`config.mk`:
```
export PLATFORM = sky130hd
export DESIGN_NAME = ssw_bank
export DESIGN_NICKNAME = d
export VERILOG_FILES = /design/src/logic/ssw_pkg.sv /design/src/logic/ssw_bank.sv /design/src/logic/ssw_irq.sv /design/src/logic/ssw_sync.sv
export VERILOG_INCLUDE_DIRS = /design/src /design/src/logic
export SDC_FILE = /design/constraint.sdc
export NUM_CORES = 1
export LEC_CHECK = 0
export ABC_CLOCK_PERIOD_IN_PS = 2820
export BUFFER_PORTS_ARGS = -buffer_cell sky130_fd_sc_hd__buf_2
export CORE_ASPECT_RATIO = 1.25
export CORE_MARGIN = 3
export CORE_UTILIZATION = 42
export CTS_CLUSTER_SIZE = 14
export DETAILED_ROUTE_END_ITERATION = 10
export PLACE_DENSITY = 0.7
export SLEW_MARGIN = 20
export SYNTH_ARGS = -nofsm -noshare
export SYNTH_HDL_FRONTEND = slang
export SYNTH_SLANG_ARGS = --single-unit
export TNS_END_PERCENT = 20
```
`constraint.sdc`:
```
create_clock -name aclk -period 2.82 [get_ports aclk]
set_clock_uncertainty 0.05 [all_clocks]
set_input_delay 0.423 -clock aclk [delete_from_list [all_inputs] [get_ports aclk]]
set_output_delay 0.423 -clock aclk [all_outputs]
set_load 0.005 [all_outputs]
```
`src/logic/ssw_cfg.svh`:
```
// Register offsets, field positions, reset values and bus codes for the status bank
`ifndef SSW_CFG_SVH
`define SSW_CFG_SVH

// Register indices; the byte address on the bus is four times the index
`define SSW_OVER_LOW_IDX 8'hE2
`define SSW_OVER_HIGH_IDX 8'hE3
`define SSW_UNDER_LOW_IDX 8'hE4
`define SSW_UNDER_HIGH_IDX 8'hE5
`define SSW_LIMIT_LOW_IDX 8'hE6
`define SSW_LIMIT_HIGH_IDX 8'hE7
`define SSW_LEVELS_IDX 8'hE8
`define SSW_DUAL_MODE_IDX 8'hF0
`define SSW_IRQ_STATUS_IDX 8'hF1
`define SSW_IRQ_ENABLE_IDX 8'hF2
`define SSW_IRQ_CLEAR_IDX 8'hF3

// Channel counts
`define SSW_CHAN_CNT 5
`define SSW_LIMIT_CNT 10
`define SSW_EVENT_CNT 4

// Field positions: positive inputs and high voltage input in the low register
`define SSW_LOW_PRIMARY_LSB 0
`define SSW_LOW_DUAL_LSB 5
`define SSW_LOW_DUAL_CNT 3
`define SSW_HIGH_DUAL_FIRST 3

// Interrupt event bit positions
`define SSW_EV_WARNING 0
`define SSW_EV_OVER 1
`define SSW_EV_UNDER 2
`define SSW_EV_LEVEL 3

// Reset values
`define SSW_DUAL_MODE_RESET 5'h00
`define SSW_IRQ_ENABLE_RESET 4'h0

// AXI response codes
`define SSW_RESP_OKAY 2'h0
`define SSW_RESP_SLVERR 2'h2
`define SSW_RESP_DECERR 2'h3

`endif

```
`src/logic/ssw_pkg.sv`:
```
// Types shared by the supply status and warning bank
package ssw_pkg;

  // One flag per monitored channel (positive 1..4, high voltage)
  typedef logic [4:0] ssw_chan_type;
  // One ADC limit result per channel
  typedef logic [9:0] ssw_limit_type;
  // Register data byte
  typedef logic [7:0] ssw_byte_type;
  // Write channel progress
  typedef enum logic [0:0] {
    SSW_WR_COLLECT,
    SSW_WR_RESP
  } ssw_wr_state_type;

endpackage : ssw_pkg

```
`src/logic/ssw_bank.sv`:
```
// Supply status and warning register bank with AXI4-Lite slave
//
// Overview of operation
// - Warning output ORs limit bits and secondary detectors
// - Secondary detectors count only in digital mode
// - Status reads show live detector states, unlatched
// - Over low: positive 1-4, high, dual 1-3
// - Over high: dual 4 and 5, rest unused
// - Under low: same layout as over low
// - Under high: dual 4 and 5, rest unused
// - Limit low: positive, high, dual 1-3 results
// - Limit high: dual 4 and 5 results
// - Level register: conditioned dual 1-5 levels
`timescale 1ns/1ps
`default_nettype none
`include "ssw_cfg.svh"

module ssw_bank #(
  parameter int ADDR_W = 12
) (
  input wire logic aclk,
  input wire logic aresetn,
  // AXI4-Lite write address
  input wire logic [ADDR_W-1:0] s_axi_awaddr,
  input wire logic [2:0] s_axi_awprot,
  input wire logic s_axi_awvalid,
  output logic s_axi_awready,
  // AXI4-Lite write data
  input wire logic [31:0] s_axi_wdata,
  input wire logic [3:0] s_axi_wstrb,
  input wire logic s_axi_wvalid,
  output logic s_axi_wready,
  // AXI4-Lite write response
  output logic [1:0] s_axi_bresp,
  output logic s_axi_bvalid,
  input wire logic s_axi_bready,
  // AXI4-Lite read address
  input wire logic [ADDR_W-1:0] s_axi_araddr,
  input wire logic [2:0] s_axi_arprot,
  input wire logic s_axi_arvalid,
  output logic s_axi_arready,
  // AXI4-Lite read data
  output logic [31:0] s_axi_rdata,
  output logic [1:0] s_axi_rresp,
  output logic s_axi_rvalid,
  input wire logic s_axi_rready,
  // Primary supply fault detectors: positive 1..4 in bits 0..3, high voltage in bit 4
  input wire ssw_pkg::ssw_chan_type primary_over,
  input wire ssw_pkg::ssw_chan_type primary_under,
  // Detectors on dual inputs 1..5 used as analog supplies
  input wire ssw_pkg::ssw_chan_type dual_over,
  input wire ssw_pkg::ssw_chan_type dual_under,
  // Secondary detectors on positive 1..4 and high voltage input
  input wire ssw_pkg::ssw_chan_type secondary_over,
  input wire ssw_pkg::ssw_chan_type secondary_under,
  // ADC limit results, polarity already applied by the comparators
  input wire ssw_pkg::ssw_limit_type limit_flags,
  // Conditioned general logic input levels of dual inputs 1..5
  input wire ssw_pkg::ssw_chan_type logic_level,
  // Combined warning towards the state machine core
  output logic combined_warning,
  // Level interrupt
  output logic irq
);

  import ssw_pkg::*;

  localparam int IDX_W = ADDR_W - 2;

  if (ADDR_W < 10) begin : g_addr_check
    $error("ssw_bank: ADDR_W must be at least 10");
  end

  //--------------------------------------------------------------------
  // Input synchronisation
  //--------------------------------------------------------------------

  ssw_chan_type pri_over_s;
  ssw_chan_type pri_under_s;
  ssw_chan_type dual_over_s;
  ssw_chan_type dual_under_s;
  ssw_chan_type sec_over_s;
  ssw_chan_type sec_under_s;
  ssw_limit_type limit_s;
  ssw_chan_type level_s;

  // All detector levels pass two flops before use
  ssw_sync #(.WIDTH(7 * `SSW_CHAN_CNT + `SSW_LIMIT_CNT)) u_sync (
    .aclk(aclk),
    .aresetn(aresetn),
    .async_in({primary_over, primary_under, dual_over, dual_under,
               secondary_over, secondary_under, limit_flags, logic_level}),
    .sync_out({pri_over_s, pri_under_s, dual_over_s, dual_under_s,
               sec_over_s, sec_under_s, limit_s, level_s})
  );

  //--------------------------------------------------------------------
  // Flag selection and warning
  //--------------------------------------------------------------------

  logic [4:0] dual_mode_reg;
  ssw_chan_type sec_over_live;
  ssw_chan_type sec_under_live;
  ssw_chan_type sel_over;
  ssw_chan_type sel_under;

  // Secondary detectors act only where the dual input is digital
  assign sec_over_live = sec_over_s & dual_mode_reg;
  assign sec_under_live = sec_under_s & dual_mode_reg;

  // Dual slot shows analog detector or the positive input warning
  assign sel_over = (dual_over_s & ~dual_mode_reg) | sec_over_live;
  assign sel_under = (dual_under_s & ~dual_mode_reg) | sec_under_live;

  // Wide OR of every limit bit and every live secondary detector
  assign combined_warning = (|limit_s) | (|sec_over_live) | (|sec_under_live);

  //--------------------------------------------------------------------
  // Status register images
  //--------------------------------------------------------------------

  ssw_byte_type over_low;
  ssw_byte_type over_high;
  ssw_byte_type under_low;
  ssw_byte_type under_high;
  ssw_byte_type limit_low;
  ssw_byte_type limit_high;
  ssw_byte_type levels;

  // Live images, no holding stage
  assign over_low = {sel_over[2:0], pri_over_s};
  assign over_high = {6'h00, sel_over[4:3]};
  assign under_low = {sel_under[2:0], pri_under_s};
  assign under_high = {6'h00, sel_under[4:3]};
  assign limit_low = limit_s[7:0];
  assign limit_high = {6'h00, limit_s[9:8]};
  assign levels = {3'h0, level_s};

  //--------------------------------------------------------------------
  // Interrupt events
  //--------------------------------------------------------------------

  logic warn_prev_reg;
  logic over_prev_reg;
  logic under_prev_reg;
  ssw_chan_type level_prev_reg;
  logic any_over;
  logic any_under;
  logic [3:0] event_pulse;
  logic [3:0] irq_clear;
  logic [3:0] irq_enable_reg;
  logic [3:0] irq_status;

  assign any_over = (|pri_over_s) | (|sel_over);
  assign any_under = (|pri_under_s) | (|sel_under);

  // Rising warning, first over or under fault after none, any level change
  assign event_pulse[`SSW_EV_WARNING] = combined_warning & ~warn_prev_reg;
  assign event_pulse[`SSW_EV_OVER] = any_over & ~over_prev_reg;
  assign event_pulse[`SSW_EV_UNDER] = any_under & ~under_prev_reg;
  assign event_pulse[`SSW_EV_LEVEL] = |(level_s ^ level_prev_reg);

  // Previous values for edge detection
  always_ff @(posedge aclk) begin
    if (!aresetn) begin
      warn_prev_reg <= 1'b0;
      over_prev_reg <= 1'b0;
      under_prev_reg <= 1'b0;
      level_prev_reg <= '0;
    end else begin
      warn_prev_reg <= combined_warning;
      over_prev_reg <= any_over;
      under_prev_reg <= any_under;
      level_prev_reg <= level_s;
    end
  end

  ssw_irq #(.WIDTH(`SSW_EVENT_CNT)) u_irq (
    .aclk(aclk),
    .aresetn(aresetn),
    .event_pulse(event_pulse),
    .clear_pulse(irq_clear),
    .enable(irq_enable_reg),
    .status(irq_status),
    .irq(irq)
  );

  //--------------------------------------------------------------------
  // AXI4-Lite write channel
  //--------------------------------------------------------------------

  ssw_wr_state_type wr_state_reg;
  logic aw_held_reg;
  logic w_held_reg;
  logic [IDX_W-1:0] wr_idx_reg;
  logic [7:0] wr_byte_reg;
  logic wr_lane0_reg;
  logic [1:0] bresp_reg;
  logic aw_take;
  logic w_take;
  logic wr_go;
  logic wr_hit_mode;
  logic wr_hit_enable;
  logic wr_hit_clear;
  logic wr_hit_status;

  // Address and data accepted in either order while collecting
  assign s_axi_awready = (wr_state_reg == SSW_WR_COLLECT) && !aw_held_reg;
  assign s_axi_wready = (wr_state_reg == SSW_WR_COLLECT) && !w_held_reg;
  assign aw_take = s_axi_awvalid && s_axi_awready;
  assign w_take = s_axi_wvalid && s_axi_wready;
  assign wr_go = (wr_state_reg == SSW_WR_COLLECT) && aw_held_reg && w_held_reg;

  // Write decode
  assign wr_hit_mode = wr_idx_reg == IDX_W'(`SSW_DUAL_MODE_IDX);
  assign wr_hit_enable = wr_idx_reg == IDX_W'(`SSW_IRQ_ENABLE_IDX);
  assign wr_hit_clear = wr_idx_reg == IDX_W'(`SSW_IRQ_CLEAR_IDX);
  // Status writes are answered but change nothing
  assign wr_hit_status = (wr_idx_reg >= IDX_W'(`SSW_OVER_LOW_IDX) &&
                          wr_idx_reg <= IDX_W'(`SSW_LEVELS_IDX)) ||
                         wr_idx_reg == IDX_W'(`SSW_IRQ_STATUS_IDX);

  assign irq_clear = (wr_go && wr_hit_clear && wr_lane0_reg) ? wr_byte_reg[3:0] : 4'h0;

  // Write channel state and holding registers
  always_ff @(posedge aclk) begin
    if (!aresetn) begin
      wr_state_reg <= SSW_WR_COLLECT;
      aw_held_reg <= 1'b0;
      w_held_reg <= 1'b0;
      wr_idx_reg <= '0;
      wr_byte_reg <= 8'h00;
      wr_lane0_reg <= 1'b0;
      bresp_reg <= `SSW_RESP_OKAY;
    end else begin
      if (aw_take) begin
        aw_held_reg <= 1'b1;
        wr_idx_reg <= s_axi_awaddr[ADDR_W-1:2];
      end
      if (w_take) begin
        w_held_reg <= 1'b1;
        wr_byte_reg <= s_axi_wdata[7:0];
        wr_lane0_reg <= s_axi_wstrb[0];
      end
      unique case (wr_state_reg)
        SSW_WR_COLLECT: begin
          if (wr_go) begin
            aw_held_reg <= 1'b0;
            w_held_reg <= 1'b0;
            bresp_reg <= (wr_hit_mode || wr_hit_enable || wr_hit_clear || wr_hit_status) ?
                         `SSW_RESP_OKAY : `SSW_RESP_DECERR;
            wr_state_reg <= SSW_WR_RESP;
          end
        end
        SSW_WR_RESP: begin
          if (s_axi_bready) begin
            wr_state_reg <= SSW_WR_COLLECT;
          end
        end
      endcase
    end
  end

  assign s_axi_bvalid = wr_state_reg == SSW_WR_RESP;
  assign s_axi_bresp = bresp_reg;

  // Control registers written through byte lane 0
  always_ff @(posedge aclk) begin
    if (!aresetn) begin
      dual_mode_reg <= `SSW_DUAL_MODE_RESET;
      irq_enable_reg <= `SSW_IRQ_ENABLE_RESET;
    end else if (wr_go && wr_lane0_reg) begin
      if (wr_hit_mode) dual_mode_reg <= wr_byte_reg[4:0];
      if (wr_hit_enable) irq_enable_reg <= wr_byte_reg[3:0];
    end
  end

  //--------------------------------------------------------------------
  // AXI4-Lite read channel
  //--------------------------------------------------------------------

  logic rvalid_reg;
  logic [31:0] rdata_reg;
  logic [1:0] rresp_reg;
  logic ar_take;
  logic [IDX_W-1:0] rd_idx;
  logic [7:0] rd_byte;
  logic rd_hit;

  assign s_axi_arready = !rvalid_reg;
  assign ar_take = s_axi_arvalid && s_axi_arready;
  assign rd_idx = s_axi_araddr[ADDR_W-1:2];

  // Read select; the clear register reads as zero
  assign rd_byte =
    (rd_idx == IDX_W'(`SSW_OVER_LOW_IDX)) ? over_low :
    (rd_idx == IDX_W'(`SSW_OVER_HIGH_IDX)) ? over_high :
    (rd_idx == IDX_W'(`SSW_UNDER_LOW_IDX)) ? under_low :
    (rd_idx == IDX_W'(`SSW_UNDER_HIGH_IDX)) ? under_high :
    (rd_idx == IDX_W'(`SSW_LIMIT_LOW_IDX)) ? limit_low :
    (rd_idx == IDX_W'(`SSW_LIMIT_HIGH_IDX)) ? limit_high :
    (rd_idx == IDX_W'(`SSW_LEVELS_IDX)) ? levels :
    (rd_idx == IDX_W'(`SSW_DUAL_MODE_IDX)) ? {3'h0, dual_mode_reg} :
    (rd_idx == IDX_W'(`SSW_IRQ_STATUS_IDX)) ? {4'h0, irq_status} :
    (rd_idx == IDX_W'(`SSW_IRQ_ENABLE_IDX)) ? {4'h0, irq_enable_reg} :
    8'h00;

  assign rd_hit = (rd_idx >= IDX_W'(`SSW_OVER_LOW_IDX) &&
                   rd_idx <= IDX_W'(`SSW_LEVELS_IDX)) ||
                  (rd_idx >= IDX_W'(`SSW_DUAL_MODE_IDX) &&
                   rd_idx <= IDX_W'(`SSW_IRQ_CLEAR_IDX));

  // Read data captured at the address handshake
  always_ff @(posedge aclk) begin
    if (!aresetn) begin
      rvalid_reg <= 1'b0;
      rdata_reg <= 32'h0000_0000;
      rresp_reg <= `SSW_RESP_OKAY;
    end else if (ar_take) begin
      rvalid_reg <= 1'b1;
      rdata_reg <= {24'h00_0000, rd_byte};
      rresp_reg <= rd_hit ? `SSW_RESP_OKAY : `SSW_RESP_DECERR;
    end else if (s_axi_rready) begin
      rvalid_reg <= 1'b0;
    end
  end

  assign s_axi_rvalid = rvalid_reg;
  assign s_axi_rdata = rdata_reg;
  assign s_axi_rresp = rresp_reg;

endmodule : ssw_bank

`default_nettype wire

```
`src/logic/ssw_irq.sv`:
```
// Sticky event status with enable mask and one level interrupt
`timescale 1ns/1ps
`default_nettype none

module ssw_irq #(
  parameter int WIDTH = 4
) (
  input wire logic aclk,
  input wire logic aresetn,
  input wire logic [WIDTH-1:0] event_pulse,
  input wire logic [WIDTH-1:0] clear_pulse,
  input wire logic [WIDTH-1:0] enable,
  output logic [WIDTH-1:0] status,
  output logic irq
);

  logic [WIDTH-1:0] status_reg;
  logic [WIDTH-1:0] status_next;
  logic irq_reg;

  if (WIDTH < 1) begin : g_width_check
    $error("ssw_irq: WIDTH must be at least 1");
  end

  // A new event wins over a clear in the same cycle
  assign status_next = (status_reg & ~clear_pulse) | event_pulse;

  always_ff @(posedge aclk) begin
    if (!aresetn) begin
      status_reg <= '0;
      irq_reg <= 1'b0;
    end else begin
      status_reg <= status_next;
      irq_reg <= |(status_next & enable);
    end
  end

  assign status = status_reg;
  assign irq = irq_reg;

endmodule : ssw_irq

`default_nettype wire

```
`src/logic/ssw_sync.sv`:
```
// Two-stage synchroniser for a group of asynchronous level inputs
`timescale 1ns/1ps
`default_nettype none

module ssw_sync #(
  parameter int WIDTH = 1
) (
  input wire logic aclk,
  input wire logic aresetn,
  input wire logic [WIDTH-1:0] async_in,
  output logic [WIDTH-1:0] sync_out
);

  logic [WIDTH-1:0] stage1_reg;
  logic [WIDTH-1:0] stage2_reg;

  if (WIDTH < 1) begin : g_width_check
    $error("ssw_sync: WIDTH must be at least 1");
  end

  // First stage feeds only the second stage
  always_ff @(posedge aclk) begin
    if (!aresetn) begin
      stage1_reg <= '0;
      stage2_reg <= '0;
    end else begin
      stage1_reg <= async_in;
      stage2_reg <= stage1_reg;
    end
  end

  assign sync_out = stage2_reg;

endmodule : ssw_sync

`default_nettype wire

```
==> metrics.txt <==
post-route minimum period=2278 ps; Core Rows=45; crit path buf inv count=2; crit-path max cell delay=390 ps; Leakage=0.002794 uW; Synth Instances=538; number of fill cells=1119; Peak supply drop=0.4102 mV; WS Path Type=reg -> out; Worst slew margin=50.67%; Synth Area in Simple Gates=23.65%; Post-Syn Area=0.005313 sq mm; initial DRC count=255; period utilization=80.77%; most frequently used flop master after synthesis=dfxtp_1; Final setup violation count=0; Routed Antenna Nets=0; die width=106.6 um; WL/cell=13.74 um; via count=3903; RSZ-0062 raised after global routing=false; ys async rst share=0%; final hold vios=0; initial antenna violation count=0; P&R area growth vs syn=21.81%; drt total wl=11100 um; Final TNS setup=0 ps; Worst EP arrival=1800 ps; power density cells=746.5 mW/mm^2; worst-path fanout max=3; Final nets=749; number of enable flip-flop cells after synthesis=0; Die Ht=131.7 um; CTS Buffer Depth=2; # Post-CTS Setup Buffers=0; Clock Root Buffer=clkbuf_16; CP cell instances=nor4_1 -> nand2_1 -> nor3_1 -> inv_1 -> buf_2; Hold Buf Count CTS=0; layout cells sized above 1=22.52%; Slew Limit Fails=0; worst skew pair latency=410 ps; grt total ovfl=0; post-route insts no fill=808; status=finished clean; post-synthesis mux area share=6.571%; CP startpoint kind=flop; Hold Crit Class=in -> reg; clock-pin slew of the registers on the worst-case setup and hold paths=60 ps; Pre-antenna DRT Iters=7; kind of cell adding the most delay to the critical path=simple AND/OR/NAND/NOR gates; largest net degree at the start of global routing=61; DRC=0; minimum hold slack=152.7 ps; Worst Path Required=2350 ps; antenna cells=0; Final Wtd Congestion=0.8687; sequential area share after synthesis=53.51%; vias per cell=4.830; global-route wire length before repair=18020 um; Placeable Area=0.01227 sq mm; Initial Util=43.28%; FF+latch count, synth=142; CTS tree=built; Worst Setup End Kind=output pin; Post-Synth Adder-Cell Area=0%; Crit-path slowest cell=nor3_1; Sink Count=142; PortBufs=96; post-detailed-placement cell area=0.005833 sq mm; Max H-tree Level=4; overall power=4830 uW; max_cap viols=0; Compound-Gate Fraction of Synth Area=9.374%; post-synth cell types=51; Num CTS Buffers=17; maximum clock frequency=439.0 MHz; Inst Count DP=776; cts repair resizes=0; DP HPWL=8211 um; fin area=0.006471 sq mm; I/O pins=161; xor and xnor area share after synthesis=0.8243%; Die Footprint=0.01404 sq mm; GRT Overall Usage=16.13%; main combinational cell family by area after synthesis=simple AND/OR/NAND/NOR gates; Worst Max-Slew Pin Slew=733.1 ps; Warnings, synthesis=0; number of global-route vias before repair=3822; syn_area_per_cell=9.875 sq um
final cells by class:
type                       count  area [sq um]  share of cell area (%)
sequential                   142          2843                   43.93
tap                          164         205.2                   3.171
multi-input combinational    361          2237                   34.57
clock buffer                  17         425.4                   6.574
timing repair buffer         101         518.0                   8.005
clock inverter                15         212.7                   3.287
inverter                       8         30.03                  0.4640
worst paths after layout:
| path | from | endpoint | slack (ps) | cells past startpoint |
|---|---|---|---|---|
| worst max register to register | dual_mode_reg[4] | u_irq.irq | 610 | 5 |
| worst min-delay path | s_axi_rready | s_axi_rvalid | 150 | 2 |
| worst max-delay path | u_sync.sync_out[14] | combined_warning | 540 | 5 |
| worst min register to register | u_sync.stage1_reg[35] | u_sync.sync_out[35] | 380 | 1 |
cells in the final DEF, fill, tap and decap left out, types with 3 or more instances in the layout:
cell and instances:
nor4_1 6, conb_1 24, clkbuf_16 17, bufinv_16 4, inv_1 7, mux2_2 3, a21oi_1 29, nand2_1 42
clkinv_4 5, xnor2_1 3, and3b_1 3, a211oi_1 4, nor2_1 31, o21ai_0 21, nand3_1 8, dfxtp_1 142
a31oi_1 4, and3_1 3, buf_2 96, and2_1 99, nor2b_1 4, o22a_1 3, a221oi_1 3, buf_4 5
nor3_1 5, mux2i_1 27, nand2b_1 5
routing by layer:
metal  part of all wire [%]  routed length, um  global-route usage (%)
met4                    2.9                326                   7.036
met2                     49               5436                   26.96
met5                      0                  0                       0
met1                     42               4684                   19.24
met3                    5.9                654                   4.557
kinds of logic (layout without fill, tap and decap cells):
logic type	after synthesis	count (layout)
xor gates and xnor gates	5	5
other	1	24
buffers and inverters	58	141
AOI/OAI and AO/OA	80	80
muxes	32	32
DFF	142	142
and+or+nand+nor	220	220
synth_stat cells, types with 3 or more instances:
library cell / instances / area share (%)
nor2b_1: 4 / 0.47
nor4_1: 6 / 0.71
nand2b_1: 5 / 0.59
xnor2_1: 3 / 0.49
dfxtp_1: 142 / 54
nor3_1: 5 / 0.47
o22a_1: 3 / 0.49
a221oi_1: 3 / 0.49
and2_1: 99 / 12
buf_4: 27 / 3.8
clkbuf_1: 23 / 1.6
o21ai_0: 21 / 2.0
inv_1: 7 / 0.49
a31oi_1: 4 / 0.47
mux2_2: 3 / 0.64
and3b_1: 3 / 0.49
mux2i_1: 27 / 5.1
a21oi_1: 29 / 2.7
nand2_1: 42 / 3.0
and3_1: 3 / 0.35
a211oi_1: 4 / 0.57
nand3_1: 8 / 0.75
nor2_1: 31 / 2.2
power breakdown:
part           internal (uW)  leakage (uW)  total (uW)  switching (uW)
sequential              2110       0.00117        2170            56.7
clock                   1500      0.000306        2350             855
combinational            152       0.00132         314             162
total                   3760       0.00279        4830            1070
stage by stage:
step,utilization (%),worst slack (ps)
final,52.72,542.2
after global routing,52.72,392.4
after CTS,52.72,425.2
after detailed placement,47.52,610.5
after global placement,47.52,645.8
after floorplan,-,874.9
(Power assumes the default switching activity.)
